--- config.mk ---
export PLATFORM = sky130hd
export DESIGN_NAME = mcf_frame_handler
export DESIGN_NICKNAME = d
export VERILOG_FILES = /design/src/inc/mcf_pkg.sv /design/src/hdl/mcf_fifo.sv /design/src/hdl/mcf_checksum.sv /design/src/hdl/mcf_frame_handler.sv
export SDC_FILE = /design/constraint.sdc
export NUM_CORES = 1
export LEC_CHECK = 0
export BUFFER_PORTS_ARGS = -buffer_cell sky130_fd_sc_hd__buf_2
export CAP_MARGIN = 10
export CELL_PAD_IN_SITES_DETAIL_PLACEMENT = 1
export CELL_PAD_IN_SITES_GLOBAL_PLACEMENT = 1
export CORE_ASPECT_RATIO = 1.5
export CORE_MARGIN = 2
export CORE_UTILIZATION = 49
export CTS_CLUSTER_SIZE = 25
export DETAILED_ROUTE_END_ITERATION = 16
export GPL_ROUTABILITY_DRIVEN = 0
export GPL_TIMING_DRIVEN = 0
export PLACE_DENSITY_LB_ADDON = 0.1
export SYNTH_ARGS = -nofsm -noshare
export SYNTH_HDL_FRONTEND = slang
export SYNTH_SLANG_ARGS = --single-unit
--- constraint.sdc ---
create_clock -name core_clk -period 6.75 [get_ports core_clk]
set_clock_uncertainty 0.1 [all_clocks]
set_input_delay 0.3375 -clock core_clk [delete_from_list [all_inputs] [get_ports core_clk]]
set_output_delay 0.3375 -clock core_clk [all_outputs]
set_load 0.03 [all_outputs]
--- src/inc/mcf_pkg.sv ---
// shared constants and carrier types for the motion command frame handler
package mcf_pkg;
	localparam int FRAME_BYTES = 9;
	localparam int BODY_BYTES = 7;
	localparam int CAN_REPLY_BYTES = 7;
	localparam int FIFO_DEPTH = 4;
	localparam logic [7:0] ST_OK = 8'h64;
	localparam logic [7:0] ST_LOADED = 8'h65;
	localparam logic [7:0] ST_BAD_SUM = 8'h01;
	localparam logic [7:0] ST_BAD_CMD = 8'h02;
	localparam logic [7:0] ST_BAD_TYPE = 8'h03;
	localparam logic [7:0] ST_BAD_VALUE = 8'h04;
	localparam logic [7:0] ST_LOCKED = 8'h05;
	localparam logic [7:0] ST_NOT_AVAIL = 8'h06;
	localparam logic [7:0] ADDR_RESET = 8'h01;
	localparam logic [7:0] REPLY_ADDR_RESET = 8'h02;

	typedef struct packed {
		logic [7:0] opcode;
		logic [7:0] kind;
		logic [7:0] bank;
		logic [31:0] value;
	} mcf_cmd_t;

	typedef struct packed {
		logic [7:0] status;
		logic [7:0] opcode;
		logic [31:0] value;
	} mcf_reply_t;

	typedef enum logic [2:0] {
		S_RECV = 3'h0,
		S_EXEC = 3'h1,
		S_WAIT = 3'h2,
		S_SEND = 3'h3,
		S_DRAIN = 3'h4
	} mcf_state_t;
endpackage

--- src/hdl/mcf_fifo.sv ---
// small synchronous fifo with valid/ready on both sides
module mcf_fifo #(
	parameter int WIDTH = 8,
	parameter int DEPTH = 4
) (
	input wire logic clk,
	input wire logic rstSyncN,
	input wire logic [WIDTH-1:0] inData,
	input wire logic inValid,
	output logic inReady,
	output logic [WIDTH-1:0] outData,
	output logic outValid,
	input wire logic outReady
);
	localparam int AW = $clog2(DEPTH);
	logic [WIDTH-1:0] mem [DEPTH];
	logic [AW-1:0] wrPtr_q;
	logic [AW-1:0] rdPtr_q;
	logic [AW:0] count_q;
	logic doWr;
	logic doRd;

	assign inReady = (count_q != (AW+1)'(DEPTH));
	assign outValid = (count_q != '0);
	assign doWr = inValid && inReady;
	assign doRd = outValid && outReady;
	assign outData = mem[rdPtr_q];

	always_ff @(posedge clk) begin
		if (doWr) begin
			mem[wrPtr_q] <= inData;
		end
	end

	always_ff @(posedge clk or negedge rstSyncN) begin
		if (!rstSyncN) begin
			wrPtr_q <= '0;
			rdPtr_q <= '0;
			count_q <= '0;
		end else begin
			if (doWr) begin
				wrPtr_q <= (wrPtr_q == AW'(DEPTH-1)) ? '0 : wrPtr_q + 1'b1;
			end
			if (doRd) begin
				rdPtr_q <= (rdPtr_q == AW'(DEPTH-1)) ? '0 : rdPtr_q + 1'b1;
			end
			if (doWr && !doRd) begin
				count_q <= count_q + 1'b1;
			end else if (doRd && !doWr) begin
				count_q <= count_q - 1'b1;
			end
		end
	end
endmodule // mcf_fifo

--- src/hdl/mcf_checksum.sv ---
// running modulo-256 byte accumulator
module mcf_checksum (
	input wire logic clk,
	input wire logic rstSyncN,
	input wire logic clear,
	input wire logic add,
	input wire logic [7:0] dataIn,
	output logic [7:0] sum
);
	logic [7:0] sum_q;

	assign sum = sum_q;

	always_ff @(posedge clk or negedge rstSyncN) begin
		if (!rstSyncN) begin
			sum_q <= '0;
		end else if (clear) begin
			sum_q <= add ? dataIn : 8'h00;
		end else if (add) begin
			sum_q <= sum_q + dataIn;
		end
	end
endmodule // mcf_checksum

--- src/hdl/mcf_frame_handler.sv ---
// command frame receive, execution handoff and reply transmit
//
// Contract
// - replies are only ever sent in answer to a frame that was received.
// - the reply is sent only after the execution stage reports the command done; a checksum error reply is sent without execution.
// - the link driver enable is high only while a reply is being sent.
// - the command body is opcode, type, bank and a four-byte value.
// - serial frames are address, seven body bytes and a checksum, nine bytes.
// - value bytes travel most significant byte first in both directions.
// - the received checksum must equal the 8-bit sum of the eight bytes before it.
// - in CAN mode frames carry only the seven body bytes with no address or checksum.
// - serial replies are reply address, module address, status, opcode, value, checksum.
// - the reply checksum is the 8-bit sum of all other reply bytes.
// - CAN replies drop address and checksum bytes and leave addressing to the identifier.
// - a command executed without error replies with status 100.
// - a command stored to program memory replies with status 101.
// - error statuses are 1 checksum, 2 command, 3 type, 4 value, 5 locked, 6 unavailable.
module mcf_frame_handler
	import mcf_pkg::*;
(
	input wire logic core_clk,
	input wire logic rstn,
	input wire logic canMode,
	input wire logic [7:0] moduleAddr,
	input wire logic [7:0] replyAddr,
	input wire logic [7:0] rxData,
	input wire logic rxValid,
	output logic rxReady,
	output logic [7:0] txData,
	output logic txValid,
	input wire logic txReady,
	output logic txEnable,
	output mcf_cmd_t cmd,
	output logic cmdValid,
	input wire logic cmdReady,
	input wire logic [7:0] execStatus,
	input wire logic [31:0] execValue,
	input wire logic execDone
);
	logic rstMeta_q;
	logic rstSync_q;
	mcf_state_t state_q;
	logic [3:0] rxCount_q;
	logic [3:0] txCount_q;
	logic [7:0] frameAddr_q;
	mcf_cmd_t cmd_q;
	mcf_reply_t reply_q;
	logic cmdValid_q;
	logic rxTake;
	logic lastRxByte;
	logic [7:0] rxSum;
	logic [7:0] txSum;
	logic [7:0] txByte;
	logic fifoInReady;
	logic fifoInValid;
	logic txTake;
	logic [3:0] txLast;
	logic [3:0] rxLast;
	logic [3:0] bodyIdx;
	logic sumOk;
	logic addrOk;
	logic txEmpty;
	logic fifoOutValid;

	always_ff @(posedge core_clk or negedge rstn) begin
		if (!rstn) begin
			rstMeta_q <= 1'b0;
			rstSync_q <= 1'b0;
		end else begin
			rstMeta_q <= 1'b1;
			rstSync_q <= rstMeta_q;
		end
	end

	// receive only while idle so a new frame cannot overrun one in flight
	assign rxReady = (state_q == S_RECV);
	assign rxTake = rxValid && rxReady;
	assign rxLast = canMode ? 4'(BODY_BYTES - 1) : 4'(FRAME_BYTES - 1);
	assign lastRxByte = (rxCount_q == rxLast);
	// serial frames shift the body one position behind the address byte
	assign bodyIdx = canMode ? rxCount_q : rxCount_q - 4'h1;
	assign sumOk = (rxSum == rxData);
	assign addrOk = (frameAddr_q == moduleAddr);

	mcf_checksum u_rxSum (
		.clk(core_clk),
		.rstSyncN(rstSync_q),
		.clear(rxCount_q == 4'h0),
		.add(rxTake && !lastRxByte),
		.dataIn(rxData),
		.sum(rxSum)
	);

	always_ff @(posedge core_clk or negedge rstSync_q) begin
		if (!rstSync_q) begin
			rxCount_q <= '0;
			frameAddr_q <= '0;
			cmd_q <= '0;
		end else if (rxTake) begin
			rxCount_q <= lastRxByte ? 4'h0 : rxCount_q + 4'h1;
			if (!canMode && rxCount_q == 4'h0) begin
				frameAddr_q <= rxData;
			end
			if (!(lastRxByte && !canMode) && !(rxCount_q == 4'h0 && !canMode)) begin
				case (bodyIdx)
					4'h0: cmd_q.opcode <= rxData;
					4'h1: cmd_q.kind <= rxData;
					4'h2: cmd_q.bank <= rxData;
					default: cmd_q.value <= {cmd_q.value[23:0], rxData};
				endcase
			end
		end
	end

	always_ff @(posedge core_clk or negedge rstSync_q) begin
		if (!rstSync_q) begin
			state_q <= S_RECV;
			cmdValid_q <= 1'b0;
			reply_q <= '0;
		end else begin
			case (state_q)
				S_RECV: begin
					if (rxTake && lastRxByte) begin
						if (canMode) begin
							state_q <= S_EXEC;
							cmdValid_q <= 1'b1;
						end else if (!addrOk) begin
							state_q <= S_RECV;
						end else if (!sumOk) begin
							reply_q <= '{status: ST_BAD_SUM, opcode: cmd_q.opcode, value: 32'h0000_0000};
							state_q <= S_SEND;
						end else begin
							state_q <= S_EXEC;
							cmdValid_q <= 1'b1;
						end
					end
				end
				S_EXEC: begin
					if (cmdReady) begin
						cmdValid_q <= 1'b0;
						state_q <= S_WAIT;
					end
				end
				S_WAIT: begin
					// execution stage supplies 100, 101 or an error code
					if (execDone) begin
						reply_q <= '{status: execStatus, opcode: cmd_q.opcode, value: execValue};
						state_q <= S_SEND;
					end
				end
				S_SEND: begin
					if (txTake && txCount_q == txLast) begin
						state_q <= S_DRAIN;
					end
				end
				S_DRAIN: begin
					if (txEmpty) begin
						state_q <= S_RECV;
					end
				end
				default: state_q <= S_RECV;
			endcase
		end
	end

	assign cmd = cmd_q;
	assign cmdValid = cmdValid_q;

	// reply bytes are generated only in S_SEND, entered only after a received frame
	assign fifoInValid = (state_q == S_SEND);
	assign txTake = fifoInValid && fifoInReady;
	assign txLast = canMode ? 4'(CAN_REPLY_BYTES - 1) : 4'(FRAME_BYTES - 1);

	always_comb begin
		txByte = 8'h00;
		if (canMode) begin
			case (txCount_q)
				4'h0: txByte = reply_q.status;
				4'h1: txByte = reply_q.opcode;
				4'h2: txByte = reply_q.value[31:24];
				4'h3: txByte = reply_q.value[23:16];
				4'h4: txByte = reply_q.value[15:8];
				4'h5: txByte = reply_q.value[7:0];
				default: txByte = 8'h00;
			endcase
		end else begin
			case (txCount_q)
				4'h0: txByte = replyAddr;
				4'h1: txByte = moduleAddr;
				4'h2: txByte = reply_q.status;
				4'h3: txByte = reply_q.opcode;
				4'h4: txByte = reply_q.value[31:24];
				4'h5: txByte = reply_q.value[23:16];
				4'h6: txByte = reply_q.value[15:8];
				4'h7: txByte = reply_q.value[7:0];
				default: txByte = txSum;
			endcase
		end
	end

	mcf_checksum u_txSum (
		.clk(core_clk),
		.rstSyncN(rstSync_q),
		.clear(txCount_q == 4'h0),
		.add(txTake),
		.dataIn(txByte),
		.sum(txSum)
	);

	always_ff @(posedge core_clk or negedge rstSync_q) begin
		if (!rstSync_q) begin
			txCount_q <= '0;
		end else if (txTake) begin
			txCount_q <= (txCount_q == txLast) ? 4'h0 : txCount_q + 4'h1;
		end
	end

	mcf_fifo #(
		.WIDTH(8),
		.DEPTH(FIFO_DEPTH)
	) u_txFifo (
		.clk(core_clk),
		.rstSyncN(rstSync_q),
		.inData(txByte),
		.inValid(fifoInValid),
		.inReady(fifoInReady),
		.outData(txData),
		.outValid(fifoOutValid),
		.outReady(txReady)
	);

	assign txValid = fifoOutValid;
	assign txEmpty = !fifoOutValid;
	// bus stays released unless a reply is in flight
	assign txEnable = (state_q == S_SEND) || (state_q == S_DRAIN);
endmodule // mcf_frame_handler

==> results_dict.tcl, run 1 <==
set metrics [dict create \
    grt_max_degree 51 \
    synth_top_flop_cell "dfrtp_1" \
    core_mm2 0.01908 \
    dieArea_mm2 0.02061 \
    cts_root_buffer "clkbuf_16" \
    crit_chain "inv_1, ha_1, clkbuf_1, clkbuf_1, a222oi_1, mux2i_1, o22ai_1, o21ai_0, ha_1, nand3_1, o211ai_1, o41a_1, and3_1, o21ai_0, nand3_1" \
    vias 7601 \
    rr_startpoint "txCount_q[1]$_DFFE_PN0P_" \
    slew-limit-headroom_pct 26.46 \
    ios 139 \
    drt_iter0_drc 461 \
    start_util_pct 49.96 \
    antenna_left 0 \
    cts_num_sinks 181 \
    clk-insertion-delay-late_ns 0.45 \
    p_per_area_mw_per_mm2 540.7 \
    cp_num_buf_inv 3 \
    die_h_um 174.8 \
    drc 0 \
    avgSynthCellArea_um2 11.18 \
    fill_cells 2136 \
    cts_buffers 17 \
    synthTopCellsByCount "dfrtp_1, nand2_1, o21ai_0" \
    synth_most_common_cell "dfrtp_1" \
    yosysTopAreaCell "dfrtp_1" \
    setup_viol 0 \
    num_rows 62 \
    grt_pass1_wl_um 45650 \
    wire_per_inst_um 22.23 \
    reg2reg_setup_slack_ns 2.09 \
    post_cts_buffers 0 \
    ys_async_sr_fraction_pct 82.32 \
    critPathRequiredTime_ns 6.98 \
    synth_area_mm2 0.009534 \
    synth_seq_area_share_pct 49.19 \
    cts-htree-levels 4 \
    period_share_pct 68.98 \
    grt_use_total_pct 28.76 \
    syn_inst 853 \
    hpwlAfterDp_um 21440 \
    p_leak_nw 4.869 \
    final_layout_size_suffix_gt1_share_pct 29.00 \
    wl_um 28500 \
    cp_max_fo 10 \
    post-place-cells 1247 \
    max_stage_delay_ns 0.72 \
    yosysTopAreaCellShare_pct 39.11 \
    fp.dieW_um 117.9 \
    rr_endpoint "u_txSum.sum[7]$_DFFE_PN0P_" \
    whs_ns 0.01819 \
    ys_seq_elements 181 \
    cpMaxStageDelayCell "o21ai_0" \
    cts_tree "done" \
    hold_viol 0 \
    clk_pin_slew_ns 0.07 \
    rsz0062_at_grt "false" \
    peakVddDrop_mv 0.3842 \
    critPathCapture "u_txSum.sum[7]$_DFFE_PN0P_" \
    synth-edff-count 32 \
    routed_via_density 5.929 \
    grt_pass1_vias 8298 \
    nNetsFinal 1112 \
    worstSetupPathType "reg2reg" \
    cp.arrival_ns 4.89 \
    cp-startpoint "txCount_q[1]$_DFFE_PN0P_" \
    portBuffers 136 \
    period_needed_ns 4.656 \
    outcome "finished, final reports clean" \
    yosys_warnings 0 \
    synth.distinct_cells 79 \
    cp_num_cells 15 \
    drtPass1Iterations 5 \
    cts_max_path_buffers 2 \
    endpoint_kind "flop" \
    worst_pin_slew_ns 1.094 \
    drv_slew 0 \
    syn-num-nets 954 \
    hp-class "in2reg" \
    r2r_cells 15 \
    post-route-util_pct 58.61 \
    crit_family "compound AO/OA/AOI/OAI gates" \
    fin_cells 1282 \
    max_freq_ghz 0.2148 \
    globalRouteOverflowTotal 0 \
    total_power_mw 6.048 \
    synthTopCellsByArea "dfrtp_1, edfxtp_1, mux2_2" \
    area_growth_pct 17.31 \
    worst_setup_path_start_kind "flop" \
    drv_cap 0 \
    setup_tns_ns 0 \
    grt_antenna_before_repair 2 \
]
## cell families (layout without fill, tap and decap cells)
family / count (synthesis) / count (layout) / share of synthesized area, %
mux: 91 / 91 / 12.97
other cells: 1 / 3 / 0.03933
xor+xnor: 19 / 19 / 1.745
fa+ha+maj: 30 / 30 / 4.173
compound gates: 240 / 240 / 17.19
buf+inv: 78 / 249 / 3.845
flops: 181 / 181 / 49.19
simple gates: 213 / 213 / 10.85
## through the flow
stage          cell area [µm²]  setup WS (ns)
3_3_place_gp             10540         0.3068
6_report                 11180          2.094
3_5_place_dp             10590          2.176
5_1_grt                  11180          1.854
4_1_cts                  11180          2.142
2_1_floorplan             9534          2.191
## worst min-delay path by stage
stage | start | cells past startpoint | end
3_5_place_dp | rstn | 1 | rstMeta_q$_DFF_PN0_
5_1_grt | execValue[18] | 3 | reply_q[18]$_DFFE_PN0P_
4_1_cts | execValue[11] | 3 | reply_q[11]$_DFFE_PN0P_
2_1_floorplan | rstn | 0 | rstMeta_q$_DFF_PN0_
6_report | execValue[15] | 3 | reply_q[15]$_DFFE_PN0P_
3_3_place_gp | rstn | 1 | rstSync_q$_DFF_PN0_
## area by class of cell
| class | count | area, µm² | share of cell area [%] |
|---|---|---|---|
| Clock inverter | 14 | 136.4 | 1.219 |
| Multi-Input combinational cell | 594 | 4478 | 40.04 |
| Tap cell | 256 | 320.3 | 2.864 |
| Timing Repair Buffer | 139 | 745.7 | 6.667 |
| Sequential cell | 181 | 4693 | 41.96 |
| Antenna cell | 2 | 5.005 | 0.04475 |
| Inverter | 20 | 76.32 | 0.6824 |
| Clock buffer | 18 | 439.2 | 3.927 |
| Buffer | 58 | 290.3 | 2.595 |
## where the power goes
group	internal (mW)	switching, mW
clock network	0.499	0.476
registers	1.61	0.440
logic	1.16	1.86
## metal layers
layer	vias up	share of wire, %	track usage [%]
li1	3482	-	-
met1	3814	38	32.29
met2	231	52	51.36
met3	72	5.2	6.103
met4	2	5.0	14.56
met5	-	0.046	0
## what timing repair did
item                      in CTS  in global routing
gates resized for setup        0                  0
hold buffers                   1                  0
hold endpoints to repair       2                  0
## flip-flops by register name, indices dropped and copies added (netlist names)
name and cells:
txCount_q 4, u_txFifo.count_q 3, u_txFifo.mem 32, u_txFifo.rdPtr_q 2
cmd 56, rstSync_q 1, reply_q 48, state_q 3
u_txFifo.wrPtr_q 2, rxCount_q 4, u_rxSum.sum 8, rstMeta_q 1
u_txSum.sum 8, cmdValid 1, frameAddr_q 8
## layout by cell type (no fill, tap or decap), types with 30 or more instances in the layout
| cell type | netlist | final |
|---|---|---|
| buf_2 | 12 | 148 |
| dfrtp_1 | 149 | 148 |
| nand2_1 | 94 | 94 |
| o21ai_0 | 71 | 71 |
| mux2_2 | 49 | 49 |
| o31ai_1 | 43 | 43 |
| a21oi_1 | 35 | 35 |
| clkbuf_1 | 34 | 34 |
| edfxtp_1 | 32 | 32 |
| mux2_4 | 30 | 30 |
## tightest hold or removal path, cell delays in order
cell,delay [ns]
buf_2,0.09
nand2_1,0.05
o31ai_1,0.05
(Power assumes the default switching activity.)
==> inputs of run 2 (changes only) <==
--- a/config.mk
+++ b/config.mk
@@ -11,7 +11,7 @@
 export CELL_PAD_IN_SITES_GLOBAL_PLACEMENT = 1
 export CORE_ASPECT_RATIO = 1.5
 export CORE_MARGIN = 2
-export CORE_UTILIZATION = 49
+export CORE_UTILIZATION = 46
 export CTS_CLUSTER_SIZE = 25
 export DETAILED_ROUTE_END_ITERATION = 16
 export GPL_ROUTABILITY_DRIVEN = 0
==> constraint.sdc (replaced) <==
create_clock -name core_clk -period 4.35 [get_ports core_clk]
set_clock_uncertainty 0.1 [all_clocks]
set_input_delay 0.2175 -clock core_clk [delete_from_list [all_inputs] [get_ports core_clk]]
set_output_delay 0.2175 -clock core_clk [all_outputs]
set_load 0.03 [all_outputs]
==> results_dict.tcl, run 2 (same netlist as run 1, synthesis figures left out) <==
set metrics [dict create \
    portBuffers 136 \
    whs_ns 0.02227 \
    drc 0 \
    critPathRequiredTime_ns 4.56 \
    endpoint_kind "flop" \
    rsz0062_at_grt "false" \
    cp.arrival_ns 4.31 \
    drt_iter0_drc 461 \
    cp_num_buf_inv 3 \
    min_path_cells 3 \
    worst_pin_slew_ns 0.7457 \
    cts_buffers 17 \
    wl_um 29320 \
    largest_reg_flops 56 \
    place_worst_setup_slack_ns -0.2575 \
    antenna_left 0 \
    setup_tns_ns 0 \
    p_leak_nw 5.074 \
    worstHoldStart "rxData[0]" \
    cts_root_buffer "clkbuf_16" \
    rr_endpoint "u_txSum.sum[6]$_DFFE_PN0P_" \
    p_per_area_mw_per_mm2 810.2 \
    vias 7790 \
    crit_family "compound AO/OA/AOI/OAI gates" \
    hp-class "in2reg" \
    globalRouteOverflowTotal 0 \
    grt_antenna_before_repair 3 \
    peakVddDrop_mv 0.4681 \
    worst_setup_path_start_kind "flop" \
    period_share_pct 94.23 \
    fill_cells 2281 \
    wire_per_inst_um 21.98 \
    max_freq_ghz 0.2440 \
    grt_pass1_wl_um 47150 \
    core_mm2 0.02034 \
    hold-path-endpoint "u_rxSum.sum[0]$_DFFE_PN0P_" \
    cts-htree-levels 4 \
    r2r_cells 16 \
    fp.dieW_um 121.6 \
    cpMaxStageDelayCell "dfrtp_1" \
    drv_slew 0 \
    outcome "finished, final reports clean" \
    hpwlAfterDp_um 21310 \
    final_area_mm2 0.01168 \
    cts_max_path_buffers 2 \
    grt_pass1_vias 8614 \
    area_growth_pct 22.52 \
    num_rows 64 \
    fin_ws_ns 0.2509 \
    slew-limit-headroom_pct 49.64 \
    routed_via_density 5.840 \
    nNetsFinal 1155 \
    setup_viol 0 \
    place_area_mm2 0.01060 \
    cts_num_sinks 181 \
    crit_chain "inv_1, ha_1, clkbuf_1, clkbuf_2, a22oi_1, nand3_1, a32oi_1, o21ai_2, ha_1, fa_1, a21o_1, a21oi_1, o21bai_1, a21oi_1, xor2_1, o211ai_1" \
    max_stage_delay_ns 0.45 \
    drtPass1Iterations 6 \
    grt_use_total_pct 27.94 \
    cts_tree "done" \
    dieArea_mm2 0.02192 \
    cp_max_fo 10 \
    reg2reg_setup_slack_ns 0.25 \
    post-place-cells 1255 \
    clk-insertion-delay-late_ns 0.44 \
    worstSetupPathType "reg2reg" \
    final_layout_size_suffix_gt1_share_pct 29.15 \
    ios 139 \
    period_needed_ns 4.099 \
    start_util_pct 46.88 \
    rr_startpoint "txCount_q[0]$_DFFE_PN0P_" \
    fin_cells 1334 \
    drv_cap 0 \
    die_h_um 180.3 \
    hold_viol 0 \
    clk_pin_slew_ns 0.07 \
    layout_common_cells "buf_2, dfrtp_1, nand2_1" \
    grt_max_degree 53 \
]
[run 2: cell count changes in the layout (fill, tap and decap cells not counted), sizes merged]
cell | previous run | this run
buf | 161 | 162
clkbuf | 53 | 52
clkinv | 6 | 8
clkinvlp | 0 | 2
diode | 2 | 3
dlygate4sd3 | 1 | 43
inv | 28 | 25
[run 2: worst max-delay path by stage]
stage                                             to                     start  cells after the start  slack, ns
after floorplan           u_txSum.sum[7]$_DFFE_PN0P_  txCount_q[0]$_DFFE_PN0P_                     14       0.76
after global placement    u_txSum.sum[7]$_DFFE_PN0P_  txCount_q[1]$_DFFE_PN0P_                     15      -0.18
after detailed placement  u_txSum.sum[7]$_DFFE_PN0P_  txCount_q[1]$_DFFE_PN0P_                     15      -0.26
after CTS                 u_txSum.sum[7]$_DFFE_PN0P_  txCount_q[0]$_DFFE_PN0P_                     15       0.11
after global routing      u_txSum.sum[6]$_DFFE_PN0P_  txCount_q[0]$_DFFE_PN0P_                     17       0.01
final                     u_txSum.sum[6]$_DFFE_PN0P_  txCount_q[0]$_DFFE_PN0P_                     16       0.25
[run 2: layout make-up]
cell class | count | area, µm² | area share, %
clock buffer | 17 | 425.4 | 3.642
clock inverter | 15 | 162.7 | 1.392
antenna | 3 | 7.507 | 0.06427
inverter | 20 | 76.32 | 0.6534
tap | 264 | 330.3 | 2.828
multi-input combinational | 594 | 4514 | 38.65
timing repair buffer | 182 | 1174 | 10.05
buffer | 58 | 297.8 | 2.549
sequential | 181 | 4693 | 40.18
[run 2: worst min-delay path, delay by kind of cell]
| kind | cells | cell delay (ns) |
|---|---|---|
| and+or+nand+nor | 1 | 0.07 |
| AOI/OAI and AO/OA | 1 | 0.07 |
| buffers and inverters | 1 | 0.16 |
[run 2: metal layers]
layer	vias up	global-route usage, %	wire length (µm)
met5	-	0	12
met2	242	48.36	15150
met4	2	12.64	1298
met3	75	6.487	1512
li1	3575	-	-
met1	3896	32.57	11350
[run 2: power breakdown]
part	total [mW]	leakage [nW]	switching, mW	internal, mW
registers	3.16	2.16	0.662	2.50
clock network	1.53	0.281	0.762	0.768
logic	4.77	2.63	2.92	1.85
[run 2: timing repair]
| item | 4_1_cts | 5_1_grt |
|---|---|---|
| hold buffers | 43 | 0 |
| cloned | 0 | 0 |
| hold endpoints to repair | 43 | 0 |
| pin swaps | 0 | 2 |
| setup buffers | 0 | 1 |
| resized for setup | 7 | 14 |
| setup endpoints to repair | 2 | 2 |
[run 2: stage by stage]
stage          utilization (%)  power (mW)
3_5_place_dp             52.13       7.843
3_3_place_gp             51.85       7.692
6_report                 57.43       9.464
2_1_floorplan                -       6.381
4_1_cts                  57.24       9.474
5_1_grt                  57.41       10.10
